<file path="src/rsp_pkg.sv">
// Purpose: shared constants and types of the serial slave port
// Assumes: byte-wide clock register and user RAM address space
// Notes:   address bit 7 selects a write, clear selects a read
package rsp_pkg;

	// ------------------------------------------------------------
	// byte framing
	// ------------------------------------------------------------
	localparam int unsigned BYTE_W   = 8;
	localparam logic [2:0]  LAST_BIT = 3'h7;
	localparam int unsigned RW_POS   = 7;

	// ------------------------------------------------------------
	// address map and burst wrap points
	// ------------------------------------------------------------
	localparam logic [6:0] RAM_FIRST  = 7'h20;
	localparam logic [6:0] RAM_LAST   = 7'h7f;
	localparam logic [1:0] CLK_REGION = 2'h0;
	localparam logic [4:0] CLK_LAST   = 5'h1f;
	localparam logic [4:0] CLK_FIRST  = 5'h00;

	// ------------------------------------------------------------
	// write buffer and reset values
	// ------------------------------------------------------------
	localparam int unsigned WR_DEPTH   = 8;
	localparam logic [7:0]  RST_BYTE   = 8'h00;
	localparam logic        RST_OUT    = 1'h0;
	localparam int unsigned SYNC_W     = 5;

	// ------------------------------------------------------------
	// types
	// ------------------------------------------------------------
	typedef struct packed {
		logic [7:0] addr;
		logic [7:0] data;
	} rsp_wr_s;

	typedef enum logic [1:0] {
		ST_IDLE,
		ST_ADDR,
		ST_DATA
	} rsp_state_e;

endpackage

</file>
<file path="src/rsp_serial_port.sv">
// Purpose: serial slave port of a real-time clock (four-wire or three-wire)
// Assumes: link pins oversampled by I_REF_CLK, link clock at most 2.5 MHz
// Notes:   read data must answer within two clocks of each read request
// Summary of operation
// - strap high selects four-wire mode, strap low selects three-wire mode
// - chip enable rising starts a transfer, falling ends it
// - clock level seen when chip enable rises is the idle polarity
// - four-wire: capture on strobe edge, change output on shift edge
// - four-wire: address and data move in bytes, most significant bit first
// - address top bit clear selects reads, set selects writes
// - writes take bytes from serial input, reads drive serial output
// - pointer increments after every data byte while chip enable holds
// - clock region wraps 1Fh to 00h on reads, 9Fh to 80h on writes
// - RAM region wraps 7Fh to 20h on reads, FFh to A0h on writes
// - three-wire: serial input and output share one data line
// - three-wire: bytes move least significant bit first
// - three-wire: capture on rising edge, output on falling edge
// - write protect blocks every register and RAM write
`timescale 1ns/100ps
module rsp_serial_port (
	// clock and reset
	input  wire logic            I_REF_CLK,
	input  wire logic            I_RST,
	// serial link
	input  wire logic            I_CE,
	input  wire logic            I_SCLK,
	input  wire logic            I_SERIAL_IN,
	output logic                 O_SERIAL_OUT,
	output logic                 O_SERIAL_OUT_OE,
	// strap and protection
	input  wire logic            I_INTERFACE_SELECT,
	input  wire logic            I_WRITE_PROTECT,
	// read side
	output logic                 O_RD_REQ,
	output logic           [7:0] O_RD_ADDR,
	input  wire logic            I_RD_VALID,
	input  wire logic      [7:0] I_RD_DATA,
	// write side
	output logic                 O_WR_VALID,
	output rsp_pkg::rsp_wr_s     O_WR,
	input  wire logic            I_WR_READY,
	output logic                 O_WR_DROP
);
	import rsp_pkg::*;

	// ------------------------------------------------------------
	// address pointer step with region wrap
	// ------------------------------------------------------------
	function automatic logic [7:0] step_addr(input logic [7:0] a);
		logic [7:0] r;
		r = a + 8'h01;
		if (a[6:5] == CLK_REGION) begin
			if (a[4:0] == CLK_LAST) begin
				r = {a[7:5], CLK_FIRST};
			end
		end else begin
			if (a[6:0] == RAM_LAST) begin
				r = {a[7], RAM_FIRST};
			end
		end
		return r;
	endfunction

	// ------------------------------------------------------------
	// pin synchronisers
	// ------------------------------------------------------------
	logic [SYNC_W-1:0] sync_a;
	logic [SYNC_W-1:0] sync_b;
	logic              ce_s;
	logic              sclk_s;
	logic              si_s;
	logic              mode_s;
	logic              wp_s;
	logic              ce_d;
	logic              sclk_d;

	always_ff @(posedge I_REF_CLK) begin
		if (I_RST) begin
			sync_a <= '0;
			sync_b <= '0;
		end else begin
			sync_a <= {I_CE, I_SCLK, I_SERIAL_IN, I_INTERFACE_SELECT, I_WRITE_PROTECT};
			sync_b <= sync_a;
		end
	end

	assign {ce_s, sclk_s, si_s, mode_s, wp_s} = sync_b;

	always_ff @(posedge I_REF_CLK) begin
		if (I_RST) begin
			ce_d   <= 1'b0;
			sclk_d <= 1'b0;
		end else begin
			ce_d   <= ce_s;
			sclk_d <= sclk_s;
		end
	end

	// ------------------------------------------------------------
	// framing, polarity and mode
	// ------------------------------------------------------------
	rsp_state_e state;
	logic       cpol;
	logic       spi_mode;
	logic       ce_rise;
	logic       sclk_rise;
	logic       sclk_fall;
	logic       strobe;
	logic       shift;
	logic [2:0] bit_cnt;
	logic       byte_done;
	logic [7:0] rx;
	logic [7:0] next_rx;
	logic [7:0] ptr;
	logic       is_write;

	assign ce_rise   = ce_s & ~ce_d;
	assign sclk_rise = sclk_s & ~sclk_d;
	assign sclk_fall = ~sclk_s & sclk_d;
	assign is_write  = ptr[RW_POS];

	always_comb begin
		if (spi_mode) begin
			// strobe on return to idle, shift on leaving idle
			strobe = cpol ? sclk_rise : sclk_fall;
			shift  = cpol ? sclk_fall : sclk_rise;
		end else begin
			strobe = sclk_rise;
			shift  = sclk_fall;
		end
	end

	assign byte_done = strobe & (state != ST_IDLE) & (bit_cnt == LAST_BIT);

	always_ff @(posedge I_REF_CLK) begin
		if (I_RST) begin
			cpol     <= 1'b0;
			spi_mode <= 1'b1;
		end else if (ce_rise) begin
			// idle polarity from clock level at enable
			cpol     <= sclk_s;
			// strap caught at start of every frame
			spi_mode <= mode_s;
		end
	end

	// frame start and end follow chip enable
	always_ff @(posedge I_REF_CLK) begin
		if (I_RST) begin
			state <= ST_IDLE;
		end else if (!ce_s) begin
			state <= ST_IDLE;
		end else begin
			case (state)
				ST_IDLE: begin
					if (ce_rise) begin
						state <= ST_ADDR;
					end
				end
				ST_ADDR: begin
					// first byte of a frame is the address
					if (byte_done) begin
						state <= ST_DATA;
					end
				end
				ST_DATA: begin
					state <= ST_DATA;
				end
				default: begin
					state <= ST_IDLE;
				end
			endcase
		end
	end

	// ------------------------------------------------------------
	// receive shifter
	// ------------------------------------------------------------
	always_comb begin
		if (spi_mode) begin
			next_rx = {rx[6:0], si_s};
		end else begin
			next_rx = {si_s, rx[7:1]};
		end
	end

	always_ff @(posedge I_REF_CLK) begin
		if (I_RST) begin
			bit_cnt <= '0;
			rx      <= RST_BYTE;
		end else if (state == ST_IDLE) begin
			bit_cnt <= '0;
		end else if (strobe) begin
			bit_cnt <= bit_cnt + 3'h1;
			rx      <= next_rx;
		end
	end

	// ------------------------------------------------------------
	// address pointer and read requests
	// ------------------------------------------------------------
	always_ff @(posedge I_REF_CLK) begin
		if (I_RST) begin
			ptr      <= RST_BYTE;
			O_RD_REQ <= 1'b0;
		end else begin
			O_RD_REQ <= 1'b0;
			if (byte_done && state == ST_ADDR) begin
				ptr <= next_rx;
				// top bit clear opens a read
				O_RD_REQ <= ~next_rx[RW_POS];
			end else if (byte_done && state == ST_DATA) begin
				ptr      <= step_addr(ptr);
				O_RD_REQ <= ~is_write;
			end
		end
	end

	assign O_RD_ADDR = ptr;

	// ------------------------------------------------------------
	// transmit shifter and output enable
	// ------------------------------------------------------------
	logic [7:0] tx;
	logic       rd_phase;

	assign rd_phase = (state == ST_DATA) & ~is_write;

	always_ff @(posedge I_REF_CLK) begin
		if (I_RST) begin
			tx           <= RST_BYTE;
			O_SERIAL_OUT <= RST_OUT;
		end else if (rd_phase && I_RD_VALID) begin
			tx <= I_RD_DATA;
		end else if (rd_phase && shift) begin
			// read data driven onto serial output
			if (spi_mode) begin
				O_SERIAL_OUT <= tx[7];
				tx           <= {tx[6:0], 1'b0};
			end else begin
				O_SERIAL_OUT <= tx[0];
				tx           <= {1'b0, tx[7:1]};
			end
		end
	end

	always_ff @(posedge I_REF_CLK) begin
		if (I_RST) begin
			O_SERIAL_OUT_OE <= 1'b0;
		end else if (!rd_phase || !ce_s) begin
			O_SERIAL_OUT_OE <= 1'b0;
		end else if (shift) begin
			// shared line is driven only for read bits
			O_SERIAL_OUT_OE <= 1'b1;
		end
	end

	// ------------------------------------------------------------
	// write path into the buffer
	// ------------------------------------------------------------
	rsp_wr_s wr_in;
	logic    wr_push;
	logic    wr_ready;

	// protected writes never reach the buffer
	assign wr_push    = byte_done & (state == ST_DATA) & is_write & ~wp_s;
	assign wr_in.addr = ptr;
	assign wr_in.data = next_rx;

	always_ff @(posedge I_REF_CLK) begin
		if (I_RST) begin
			O_WR_DROP <= 1'b0;
		end else begin
			O_WR_DROP <= wr_push & ~wr_ready;
		end
	end

	rsp_fifo #(
		.WIDTH ($bits(rsp_wr_s)),
		.DEPTH (WR_DEPTH)
	) u_wr_fifo (
		.i_clk       (I_REF_CLK),
		.i_rst       (I_RST),
		.i_in_valid  (wr_push),
		.o_in_ready  (wr_ready),
		.i_in_data   (wr_in),
		.o_out_valid (O_WR_VALID),
		.i_out_ready (I_WR_READY),
		.o_out_data  (O_WR)
	);

endmodule // rsp_serial_port

</file>
<file path="src/rsp_fifo.sv">
// Purpose: write buffer between the serial port and the register/RAM side
// Assumes: one clock, synchronous active-high reset
// Notes:   push is ignored while full, pop is ignored while empty
`timescale 1ns/100ps
module rsp_fifo #(
	parameter int unsigned WIDTH = 16,
	parameter int unsigned DEPTH = 8
) (
	// clock and reset
	input  wire logic             i_clk,
	input  wire logic             i_rst,
	// filling side
	input  wire logic             i_in_valid,
	output logic                  o_in_ready,
	input  wire logic [WIDTH-1:0] i_in_data,
	// draining side
	output logic                  o_out_valid,
	input  wire logic             i_out_ready,
	output logic      [WIDTH-1:0] o_out_data
);
	localparam int unsigned AW = $clog2(DEPTH);

	logic [WIDTH-1:0] mem [DEPTH];
	logic [AW-1:0]    wr_ptr;
	logic [AW-1:0]    rd_ptr;
	logic [AW:0]      count;
	logic             push;
	logic             pop;

	assign o_in_ready  = (count != (AW+1)'(DEPTH));
	assign o_out_valid = (count != '0);
	assign push        = i_in_valid & o_in_ready;
	assign pop         = o_out_valid & i_out_ready;
	assign o_out_data  = mem[rd_ptr];

	// ------------------------------------------------------------
	// storage
	// ------------------------------------------------------------
	always_ff @(posedge i_clk) begin
		if (push) begin
			mem[wr_ptr] <= i_in_data;
		end
	end

	// ------------------------------------------------------------
	// pointers and fill level
	// ------------------------------------------------------------
	always_ff @(posedge i_clk) begin
		if (i_rst) begin
			wr_ptr <= '0;
			rd_ptr <= '0;
			count  <= '0;
		end else begin
			if (push) begin
				wr_ptr <= (wr_ptr == AW'(DEPTH - 1)) ? '0 : wr_ptr + 1'b1;
			end
			if (pop) begin
				rd_ptr <= (rd_ptr == AW'(DEPTH - 1)) ? '0 : rd_ptr + 1'b1;
			end
			if (push & ~pop) begin
				count <= count + 1'b1;
			end else if (pop & ~push) begin
				count <= count - 1'b1;
			end
		end
	end

endmodule // rsp_fifo

</file>
<file path="config.mk">
export PLATFORM = sky130hd
export DESIGN_NAME = rsp_serial_port
export DESIGN_NICKNAME = d
export VERILOG_FILES = /design/src/rsp_pkg.sv /design/src/rsp_serial_port.sv /design/src/rsp_fifo.sv
export SDC_FILE = /design/constraint.sdc
export NUM_CORES = 1
export LEC_CHECK = 0
export BUFFER_PORTS_ARGS = -buffer_cell sky130_fd_sc_hd__buf_2
export CORE_ASPECT_RATIO = 1.1
export CORE_MARGIN = 2
export CORE_UTILIZATION = 55
export DETAILED_ROUTE_END_ITERATION = 10
export GPL_TIMING_DRIVEN = 1
export MAX_ROUTING_LAYER = met4
export PLACE_DENSITY = 0.73
export SKIP_CTS_REPAIR_TIMING = 1
export SYNTH_ARGS = -nofsm -noshare
export SYNTH_HDL_FRONTEND = slang
export SYNTH_SLANG_ARGS = --single-unit
</file>
<file path="constraint.sdc">
create_clock -name I_REF_CLK -period 8.5 [get_ports I_REF_CLK]
set_input_delay 0 -clock I_REF_CLK [delete_from_list [all_inputs] [get_ports I_REF_CLK]]
set_output_delay 0 -clock I_REF_CLK [all_outputs]
set_load 0.03 [all_outputs]
</file>
# Yosys cells after proc, flatten, opt, wreduce, memory -nomap -nowiden
# Memory sizes are Yosys's and may differ from the RTL's. A register that Yosys moved wholly into a read port is not among the register bits.
# Index checks and enable logic that the tools add are counted.
# op_classes
bitwise_logic,26
n_eq_ne,12
reduce_logical,22
muxes,27
addsub,6
# ops
op,n
2-to-1 mux 8 bit,9
bitwise AND 1 bit,14
2-to-1 mux 3 bit,4
inverter 1 bit,12
adder 3 x 1 -> 3 bit (second input constant),3
equality test 3 bit (second input constant),3
2-to-1 mux 1 bit,9
adder 8 x 1 -> 8 bit (second input constant),1
2-to-1 mux 4 bit,2
AND reduction 2 bit,4
nonzero test 2 bit,4
equality test 7 bit (second input constant),1
!= test 3 bit (second input constant),2
case mux 2 bit (3 select lines),1
OR reduction 2 bit,3
equality test 5 bit (second input constant),1
adder 4 x 1 -> 4 bit (second input constant),1
logical AND 1 bit,4
zero test 2 bit,2
2-to-1 mux 2 bit,2
!= test 2 bit (second input constant),2
!= test 4 bit (second input constant),1
nonzero test 4 bit,1
subtractor 4 x 1 -> 4 bit (second input constant),1
5 further kinds,6
# totals
mem_count,1
ramBits,128
regBits,57
elab_cells,114
out_inout_bits,29
# memory_table
memory,words,width,read_ports,rd_ports_with_merged_regs,write_ports,line,text
u_wr_fifo.mem,8,16,1,1,1,rsp_fifo.sv:23,logic [WIDTH-1:0] mem [DEPTH];

# Depth between registers and ports, before layout
# Gate-level depths: netlist (run 1).
# logic_depth
ltp_word,14
depth_mapped,15
ltp_nobuf,14

# By module
# From an unflattened synthesis (run 1), not the netlist that was laid out.
# hier_totals
cells_unflattened,502
area_unflattened_um2,7883.8
# modules_own_cells
mod,instances,cells_each,seq_area_each_um2,area_each_um2
rsp_fifo,1,260,4103.9,5569.1
rsp_serial_port,1,242,940.9,2314.7

# Least setup slack after synthesis (run 1)
# OpenSTA, ideal clock, no wires.
# synth_path
path_type,reg-to-reg
from,register ptr[7] (netlist: O_RD_ADDR[7])
to,"memory u_wr_fifo.mem[4][0], enable pin"
stages_incl_launch_ff,5
arrival_ns,2.948
period_less_slack_ns,3.385
path_buffers,0
slack_ns,5.115
path_cell_list,dfxtp_1 > nand3b_1 > a21oi_1 > nand3_4 > nor4b_1
# synth_between
elab_chain_cells,5
# synth_rtl
item,line,text
"start, declared",rsp_serial_port.sv:114,logic [7:0] ptr;
"start signal, assigned",rsp_serial_port.sv:209,ptr <= next_rx;
"start signal, assigned",rsp_serial_port.sv:213,ptr <= step_addr(ptr);
bitwise AND 1 bit (2 in series),rsp_serial_port.sv:266,assign wr_push = byte_done & (state == ST_DATA) & is_write & ~wp_s;
bitwise AND 1 bit,rsp_fifo.sv:32,assign push = i_in_valid & o_in_ready;
2-to-1 mux 1 bit,rsp_fifo.sv:40,if (push) begin
2-to-1 mux 1 bit (implied by the code),rsp_fifo.sv:41,mem[wr_ptr] <= i_in_data;
"end, declared",rsp_fifo.sv:23,
# No other way between the ends.

# Worst setup path after layout (run 1)
# layout_path
from,register spi_mode
to,register u_wr_fifo.count[3]
# layout_between
elab_chain_cells,10
word_cells_on_any_way,12
# layout_rtl
item,line,text
"start, declared",rsp_serial_port.sv:104,logic spi_mode;
"start signal, assigned",rsp_serial_port.sv:143,spi_mode <= mode_s;
2-to-1 mux 1 bit (*),rsp_serial_port.sv:123,if (spi_mode) begin
bitwise AND 1 bit (*) (2 in series),rsp_serial_port.sv:133,assign byte_done = strobe & (state != ST_IDLE) & (bit_cnt == LAST_BIT);
bitwise AND 1 bit (*) (3 in series),rsp_serial_port.sv:266,
bitwise AND 1 bit (*),rsp_fifo.sv:32,
via u_wr_fifo.push,rsp_fifo.sv:27,logic push;
inverter 1 bit,rsp_fifo.sv:62,end else if (pop & ~push) begin
bitwise AND 1 bit,rsp_fifo.sv:62,
nonzero test 2 bit (no line),--,
"end signal, assigned",rsp_fifo.sv:61,count <= count + 1'b1;
"end signal, assigned",rsp_fifo.sv:63,count <= count - 1'b1;
"end, declared",rsp_fifo.sv:26,logic [AW:0] count;
# Mark *: on every way through the listed nets, which the timed path passes. The rest lies on a longest branch.
# A chain may end at the register's enable or synchronous reset.

==> impl_metrics.ini, run 1 <==
[logic_synthesis]
syn_nets = 543
ys.flop_type = edfxtp_1
yosys_warnings = 0
synth_area_per_cell_um2 = 15.3
synth_cell_types = 66
yosys.area.top_type_share_pct = 49.1
synthArstFlopShare_pct = 0
synth-seq-cells = 188
yosys.area.top_type = edfxtp_1
synth-edff-count = 128
yosysSeqAreaShare_pct = 64.4
yosys-top-cells-area = edfxtp_1, dfxtp_1, mux4_2
syn_inst = 511
netlist_area_mm2 = 0.00783

[floorplanning]
row_count = 45
fp.dieW_um = 118
initial_core_util_pct = 56.6
core-area_mm2 = 0.0139
die_h_um = 129
dieArea_mm2 = 0.0152
top_level_ports = 46

[global_routing]
grtUsageMet2_pct = 34.9
grt.total_usage_pct = 20.9
grt_pass1_wl_mm = 23.3
grt.busiest_layer = met2
grt_pass1_vias = 4459
use_met1_pct = 24.9
grt_max_degree = 47
globalRouteMet3Util_pct = 5.11
grt-ovfl-total = 0
grt_antenna_before_repair = 0

[sta]
fin_skew_ns = 0.0171
rsz0062_at_grt = no
hold_slack_ns = 0.185
setup_viol = 0
finalCritPeriodShare_pct = 39.6
finalCriticalPeriod_ns = 3.36
clock.fmax_mhz = 297
setup_slack_ns = 5.14
max_slew_margin_pct = 30.0
worst_pin_slew_ns = 1.05
tns_ns = 0
hold_viol_final = 0
final-max-slew-violation-count = 0

[placement]
pre_cts_slack_ns = 5.15
hpwl_mm = 8.82
portBuffers = 45
gp_congestion = 0.804

[worst_setup_path]
slowest_stage = dfxtp_1
critPathKind = register to register
crit_path_end_kind = register
slowest_delay_ns = 0.90
arrival_ns = 3.72
cp-start-kind = register
crit_family = flip-flops
r2r_cells = 12
critPathBufInv = 2
worstPathRequired_ns = 8.86
path_cells = nor2b_4 > mux2_4 > nand3_4 > inv_2 > ha_1 > inv_1 > ha_1 > a21o_1 > a21oi_1 > xnor2_1 > or3_1 > a21oi_1
crit_fanout = 19
worst-path-stages = 12

[route]
vias = 4356
drc = 0
first_pass_iters = 4
drt_wl_total_mm = 14.4
viasPerCell = 5.63
routedWlPerCell_um = 18.7
drtIter0Drc = 284
ant_nets = 0

[final_layout]
multi_input_area_mm2 = 0.00265
post-route-util_pct = 65.1
fin_nets = 606
antenna_cells = 0
regArea_mm2 = 0.00505
drive_gt1_share_pct = 29.4
areaGrowthSynthToFinish_pct = 15.0
nFillCells = 1032

[power]
intPower_mw = 1.45
switching_share_pct = 19.5
comb_power_share_pct = 1.6
seqPwrFrac_pct = 54.2
switching_power_mw = 0.352
p_per_area_mw_per_mm2 = 200
ir_worst_vdd_mv = 0.112
pwr-share-clk_pct = 44.2
power.total_mw = 1.80
p_leak_nw = 3.19

[run]
cap_violations = 0

[hold_path]
holdPathStages = 2
hold_path_class = input port to register

[clock_network]
h-tree-depth = 4
clock_sink_count = 188
cts-root-buf = clkbuf_16
cts_tree = built
cts_buffers = 17
clk_path_buf_depth = 2
clkTransAtPathRegs_ns = 0.07
clock_latency_ns = 0.43

[status]
status = finished, final reports clean
==> cell usage after synthesis, types with 2 or more instances <==
cell,count
edfxtp_1,128
dfxtp_1,60
nand2_1,33
mux4_2,32
mux2_2,26
nor2_1,26
mux2i_1,20
a21oi_1,18
nor3_1,17
ha_1,14
clkbuf_1,13
nor2b_1,13
inv_1,11
nand3_1,8
o21ai_0,7
o22ai_1,6
buf_6,5
a211oi_2,4
buf_2,4
xnor2_1,4
a211oi_1,3
nand2b_1,3
nor3b_1,3
xor2_1,3
a22o_1,2
a311oi_2,2
and2b_2,2
and3_1,2
nor2_2,2
nor4b_1,2
o31ai_1,2
or3_1,2
==> kinds of logic (layout without fill, tap and decap cells) <==
| family | after synthesis | in the layout | share of synthesized area [%] |
|---|---|---|---|
| mux | 79 | 79 | 15.7 |
| compound gates | 58 | 58 | 5.29 |
| simple gates | 127 | 127 | 8.91 |
| fa+ha+maj | 15 | 15 | 2.49 |
| xor+xnor | 7 | 7 | 0.783 |
| buf+inv | 37 | 112 | 2.44 |
| flops | 188 | 188 | 64.4 |
==> area by class of cell <==
| cell class | instances | area share (%) |
|---|---|---|
| flip-flops and latches | 188 | 56.0 |
| multi-input cells | 286 | 29.4 |
| repair buffers | 68 | 4.83 |
| clock buffers | 18 | 4.76 |
| well taps | 188 | 2.61 |
| clock inverters | 13 | 1.86 |
| inverters | 13 | 0.541 |
==> worst reg2reg max path, stage by stage, from the launching register on <==
cell     delay (ns)
dfxtp_1        0.90
nor2b_4        0.34
mux2_4         0.36
nand3_4        0.13
inv_2          0.08
ha_1           0.21
inv_1          0.12
ha_1           0.25
a21o_1         0.18
a21oi_1        0.17
xnor2_1        0.09
or3_1          0.30
a21oi_1        0.15
==> registers in the layout, summed over array words and instances (netlist names), 2 cells and up, named ones only <==
register          flops
u_wr_fifo.mem       128
O_RD_ADDR             8
rx                    8
tx                    8
sync_a                5
sync_b                5
u_wr_fifo.count       4
bit_cnt               3
u_wr_fifo.rd_ptr      3
u_wr_fifo.wr_ptr      3
state                 2
==> through the flow <==
step | instance area [µm²] | std cells
after floorplan | 7830 | 511
after global placement | 8270 | 728
after detailed placement | 8270 | 728
after CTS | 8860 | 759
after global routing | 9010 | 774
final | 9010 | 774
==> layer usage <==
metal  vias to the layer above  part of all wire [%]  wire length, µm
met3                         9                   3.7              530
met4                         0                   1.1              153
met1                      2180                    42             6090
met5                         -                     0                0
met2                        90                    53             7670
li1                       2077                     -                -
==> cells in the final DEF (no fill, tap or decap), types with 4 or more instances in the layout <==
cell type      Yosys  layout
nand2_1           33      33
dfxtp_1           60      58
nor2b_1           13      13
mux2_2            26      26
inv_1             11      11
buf_2              4      45
mux2i_1           20      20
xnor2_1            4       4
a211oi_2           4       4
o22ai_1            6       6
buf_4              0       8
o21ai_0            7       7
clkbuf_16          0      17
edfxtp_1         128     128
nor3_1            17      15
nor2_1            26      26
nand3_1            8       8
dlygate4sd3_1      0      15
ha_1              14      14
mux4_2            32      32
a21oi_1           18      18
==> path summary, 6_finish.rpt <==
kind                                            start                              end  slack [ns]
worst max-delay path            spi_mode$_SDFFE_PP1P_  u_wr_fifo.count[3]$_SDFFE_PP0P_        5.14
worst min-delay path                            I_RST  u_wr_fifo.count[1]$_SDFFE_PP0P_        0.19
worst max register to register  spi_mode$_SDFFE_PP1P_  u_wr_fifo.count[3]$_SDFFE_PP0P_        5.14
worst min register to register   sync_a[0]$_SDFF_PP0_             sync_b[0]$_SDFF_PP0_        0.44
==> power groups by stage <==
stage	registers [mW]	clock network, mW	logic (mW)
after detailed placement	0.996	0	0.0241
after global routing	0.976	0.849	0.0321
after CTS	0.976	0.809	0.0243
after floorplan	0.995	0	0.0176
final	0.976	0.796	0.0294
after global placement	0.996	0	0.0232
(Power assumes the default switching activity.)
==> run 2: changes to the inputs <==
- clock period: 8.5 -> 3.5 ns (I/O delays scaled with it)
==> run 2 against run 1 <==
Net effect:
- the flow now finishes with violations (negative hold slack)
- hold slack worse by 0.19 ns
- first-iteration DRC count rose by 12%
- die area unchanged
- critical path depth grew 1
- cell area is essentially flat
- maximum frequency up 9.7%
- critical path type unchanged
- critical endpoint unchanged
- highest routed layer unchanged
==> impl_metrics.ini, run 2 (same netlist as run 1, synthesis figures left out) <==
[status]
status = complete, but fails checks
failed_checks = negative hold slack

[final_layout]
final_cell_mix = edfxtp_1, dfxtp_1, buf_2
nFillCells = 1031
areaGrowthSynthToFinish_pct = 15.1
drive_gt1_share_pct = 29.9
largest_reg_flops = 128
multi_input_area_mm2 = 0.00264
final_common_cell = edfxtp_1
post-route-util_pct = 65.1
fin_nets = 611
regArea_mm2 = 0.00505
regMostFlops = u_wr_fifo.mem
antenna_cells = 0

[global_routing]
grt_pass1_wl_mm = 23.9
grt.busiest_layer = met2
use_met1_pct = 25.8
grt-ovfl-total = 0
grt_pass1_vias = 4515
grt_antenna_before_repair = 0
globalRouteMet3Util_pct = 4.58
grt.total_usage_pct = 21.3
grt_max_degree = 46
grtUsageMet2_pct = 36.8

[worst_setup_path]
slowest_stage = ha_1
path_cells = inv_1 > ha_1 > and2b_1 > nand3_4 > inv_2 > ha_1 > inv_1 > ha_1 > a21o_1 > a21oi_1 > xnor2_1 > or3_1 > a21oi_1
cp-start-kind = register
crit_fanout = 12
worstPathRequired_ns = 3.85
cp_common_cell = ha_1
critPathKind = register to register
arrival_ns = 3.42
crit_path_end_kind = register
slowest_delay_ns = 0.38

[route]
viasPerCell = 5.68
drtIter0Drc = 317
drc = 0
vias = 4432
routedWlPerCell_um = 19.0
ant_nets = 0
first_pass_iters = 4
drt_wl_total_mm = 14.8

[power]
power.total_mw = 4.27
p_leak_nw = 3.23
p_per_area_mw_per_mm2 = 474
ir_worst_vdd_mv = 0.332

[sta]
setup_viol = 0
finalCriticalPeriod_ns = 3.07
finalCritPeriodShare_pct = 87.6
setup_slack_ns = 0.434
final-max-slew-violation-count = 0
max_slew_margin_pct = 36.3
hold_viol_final = 1
hold_slack_ns = -0.00725
clock.fmax_mhz = 326
tns_ns = 0
rsz0062_at_grt = no
fin_skew_ns = 0.0156
worst_pin_slew_ns = 0.955

[floorplanning]
row_count = 45
initial_core_util_pct = 56.6
fp.dieW_um = 118
dieArea_mm2 = 0.0152
core-area_mm2 = 0.0139
top_level_ports = 46
die_h_um = 129

[run]
cap_violations = 0

[clock_network]
clk_path_buf_depth = 2
cts_tree = built
clock_latency_ns = 0.42
clock_sink_count = 188
cts_buffers = 17
h-tree-depth = 4
clkTransAtPathRegs_ns = 0.06
cts-root-buf = clkbuf_16

[hold_path]
hold_path_class = input port to register

[placement]
gp_congestion = 0.796
hpwl_mm = 9.04
pre_cts_slack_ns = 0.483
portBuffers = 45
run 2: cell count changes in the layout (fill, tap and decap cells not counted), moves of 2 or more:
cell,previous run,this run
buf_4,8,13
clkbuf_8,0,4
bufinv_16,3,0
clkbuf_16,17,19
clkinv_2,2,4
clkinv_4,2,0
clkinvlp_4,2,0
inv_8,2,0
run 2: power by group:
group | total [mW] | switching [mW] | leakage [nW] | internal (mW)
logic | 0.0756 | 0.0394 | 1.29 | 0.0362
registers | 2.37 | 0.00922 | 1.64 | 2.36
clock network | 1.83 | 0.756 | 0.298 | 1.08
total | 4.27 | 0.804 | 3.23 | 3.47
run 2: area by class of cell:
class / instances / share of cell area, %
Timing Repair Buffer: 73 / 5.25
Tap cell: 188 / 2.61
Inverter: 13 / 0.541
Sequential cell: 188 / 56.0
Clock inverter: 6 / 0.333
Clock buffer: 26 / 6.06
Multi-Input combinational cell: 286 / 29.2
run 2: path summary, 6_finish.rpt:
check                                     to             startpoint  slack, ns  cells after the start
max          u_wr_fifo.count[3]$_SDFFE_PP0P_  state[0]$_SDFFE_PP0P_       0.43                     13
min reg2reg             sync_b[4]$_SDFF_PP0_   sync_a[4]$_SDFF_PP0_       0.44                      1
max reg2reg  u_wr_fifo.count[3]$_SDFFE_PP0P_  state[0]$_SDFFE_PP0P_       0.43                     13
min                    spi_mode$_SDFFE_PP1P_                  I_RST     -0.007                      3
run 2: metal layers:
metal | up-vias | share of wire, %
met5 | - | 0
met4 | 0 | 0.60
met3 | 8 | 4.0
met2 | 96 | 53
met1 | 2247 | 43
li1 | 2081 | -
run 2: worst max-delay path, delay by kind of cell (launching register included):
family	cells	cell delay (ns)
AO/OA/AOI/OAI	3	0.51
XOR/XNOR	1	0.11
adder cells (fa/ha/maj)	3	0.88
buffers and inverters	3	0.30
flip-flops	1	0.37
AND/OR/NAND/NOR	3	0.81
run 2: per-stage QoR:
| stage | cells | hold slack (ns) | area, µm² |
|---|---|---|---|
| global route | 780 | 0.0135 | 9020 |
| finish | 780 | -0.00725 | 9020 |
| CTS | 765 | -0.224 | 8870 |
| global placement | 733 | 0.208 | 8290 |
| floorplan | 511 | 0.128 | 7830 |
| detailed placement | 733 | 0.214 | 8290 |
==> run 3: changes to the inputs <==
- CTS_BUF_LIST: unset -> sky130_fd_sc_hd__clkbuf_8
- GPL_ROUTABILITY_DRIVEN: unset -> 0
==> run 3 against run 2 <==
Net effect:
- hold slack improved by 0.28 ns
- highest routed layer unchanged
- core utilization fell by 1.3 points
- critical endpoint unchanged
- critical path depth unchanged
- cell area decreased by 2.0%
- first-iteration DRC count rose by 11%
- clock-buffer cell count shrank 5
- die area stayed put
- non-clock buffer count grew 1
- cell count grew 0.13%
- the run now ends clean
- sequential share of layout area up 1.1 points
- largest power group unchanged
- critical path type unchanged
==> impl_metrics.ini, run 3 (same netlist as run 1, synthesis figures left out) <==
[final_layout]
nFillCells = 1051
final_common_cell = edfxtp_1
fin_nets = 612
antenna_cells = 0
regMostFlops = u_wr_fifo.mem
drive_gt1_share_pct = 29.5
post-route-util_pct = 63.8
largest_reg_flops = 128
final_cell_mix = edfxtp_1, dfxtp_1, buf_2
areaGrowthSynthToFinish_pct = 12.8

[worst_setup_path]
crit_fanout = 12
path_cells = inv_1 > ha_1 > and2b_1 > nand3_4 > inv_2 > ha_1 > inv_1 > ha_1 > a21o_1 > a21oi_1 > xnor2_1 > or3_1 > a21oi_1
slowest_delay_ns = 0.38
critPathKind = register to register
slowest_stage = dfxtp_1
worstPathRequired_ns = 3.90
rrSetupSlack_ns = 0.43
cp_common_cell = ha_1
crit_path_end_kind = register
cp-start-kind = register
critPathBufInv = 3
arrival_ns = 3.46
crit_family = adder cells

[sta]
final-max-slew-violation-count = 0
worst_pin_slew_ns = 0.937
setup_viol = 0
fin_skew_ns = 0.0105
clock.fmax_mhz = 326
tns_ns = 0
finalCritPeriodShare_pct = 87.6
finalCriticalPeriod_ns = 3.07
rsz0062_at_grt = no
hold_viol_final = 0
setup_slack_ns = 0.433
max_slew_margin_pct = 37.4

[route]
first_pass_iters = 4
drtIter0Drc = 351
drt_wl_total_mm = 14.6
viasPerCell = 5.69
vias = 4444
ant_nets = 0
routedWlPerCell_um = 18.7
drc = 0

[global_routing]
grt-ovfl-total = 0
grt_pass1_wl_mm = 23.5
grt_antenna_before_repair = 0
grt.total_usage_pct = 21.1
grt_pass1_vias = 4422
grt_max_degree = 46

[clock_network]
clock_sink_count = 188
cts-root-buf = clkbuf_8
clock_latency_ns = 0.46
clkTransAtPathRegs_ns = 0.09
clk_path_buf_depth = 2
h-tree-depth = 4
cts_tree = built
cts_buffers = 17

[power]
pwr-share-clk_pct = 36.4
seqPwrFrac_pct = 61.6
p_per_area_mw_per_mm2 = 434
switching_share_pct = 19.6
comb_power_share_pct = 2.0
ir_worst_vdd_mv = 0.250
switching_power_mw = 0.752
intPower_mw = 3.09
p_leak_nw = 3.16

[floorplanning]
initial_core_util_pct = 56.6
die_h_um = 129
dieArea_mm2 = 0.0152
row_count = 45
top_level_ports = 46
fp.dieW_um = 118
core-area_mm2 = 0.0139

[hold_path]
hold_path_class = input port to register

[placement]
hpwl_mm = 9.04
pre_cts_slack_ns = 0.483
portBuffers = 45

[run]
cap_violations = 0

[status]
status = finished, final reports clean
-- run 3: layout make-up --
cell class	instances	area, µm²	area share, %
Sequential cell	188	5050	57.1
Multi-Input combinational cell	286	2640	29.8
Timing Repair Buffer	74	483	5.46
Clock buffer	21	289	3.27
Tap cell	188	235	2.66
Clock inverter	11	101	1.15
Inverter	13	48.8	0.552
-- run 3: final timing paths --
| path | start | cells after the start | end |
|---|---|---|---|
| worst max-delay path | state[0]$_SDFFE_PP0P_ | 13 | u_wr_fifo.count[3]$_SDFFE_PP0P_ |
| worst min-delay path | I_SERIAL_IN | 3 | sync_a[2]$_SDFF_PP0_ |
| worst max register to register | state[0]$_SDFFE_PP0P_ | 13 | u_wr_fifo.count[3]$_SDFFE_PP0P_ |
| worst min register to register | sync_a[2]$_SDFF_PP0_ | 1 | sync_b[2]$_SDFF_PP0_ |
-- run 3: worst reg2reg max path, delay by kind of cell, from the launching register on --
| kind | cells | cell delay [ns] |
|---|---|---|
| adders and majority gates | 3 | 0.88 |
| DFF | 1 | 0.38 |
| and+or+nand+nor | 3 | 0.81 |
| AOI/OAI and AO/OA | 3 | 0.51 |
| buffers and inverters | 3 | 0.30 |
| xor gates and xnor gates | 1 | 0.11 |
-- run 3: layer usage --
metal / vias to the layer above / global-route usage, % / wire, µm
li1: 2090 / - / -
met1: 2233 / 25.6 / 6030
met2: 102 / 35.9 / 7660
met3: 19 / 4.14 / 663
met4: 0 / 7.23 / 220
met5: - / - / 0
-- run 3: power groups by stage --
stage	clock [mW]	combinational, mW	sequential [mW]
2_1_floorplan	0	0.0428	2.42
3_3_place_gp	0	0.0622	2.42
3_5_place_dp	0	0.0633	2.42
4_1_cts	1.43	0.0634	2.36
5_1_grt	1.51	0.0840	2.37
6_report	1.40	0.0764	2.36
-- run 3: stage by stage --
step / power [mW] / instance area [µm²] / hold slack [ns] / cells
2_1_floorplan: 2.46 / 7830 / 0.128 / 511
3_3_place_gp: 2.48 / 8290 / 0.208 / 733
3_5_place_dp: 2.48 / 8290 / 0.214 / 733
4_1_cts: 3.85 / 8680 / -0.286 / 765
5_1_grt: 3.96 / 8840 / 0.258 / 781
6_report: 3.84 / 8840 / 0.269 / 781
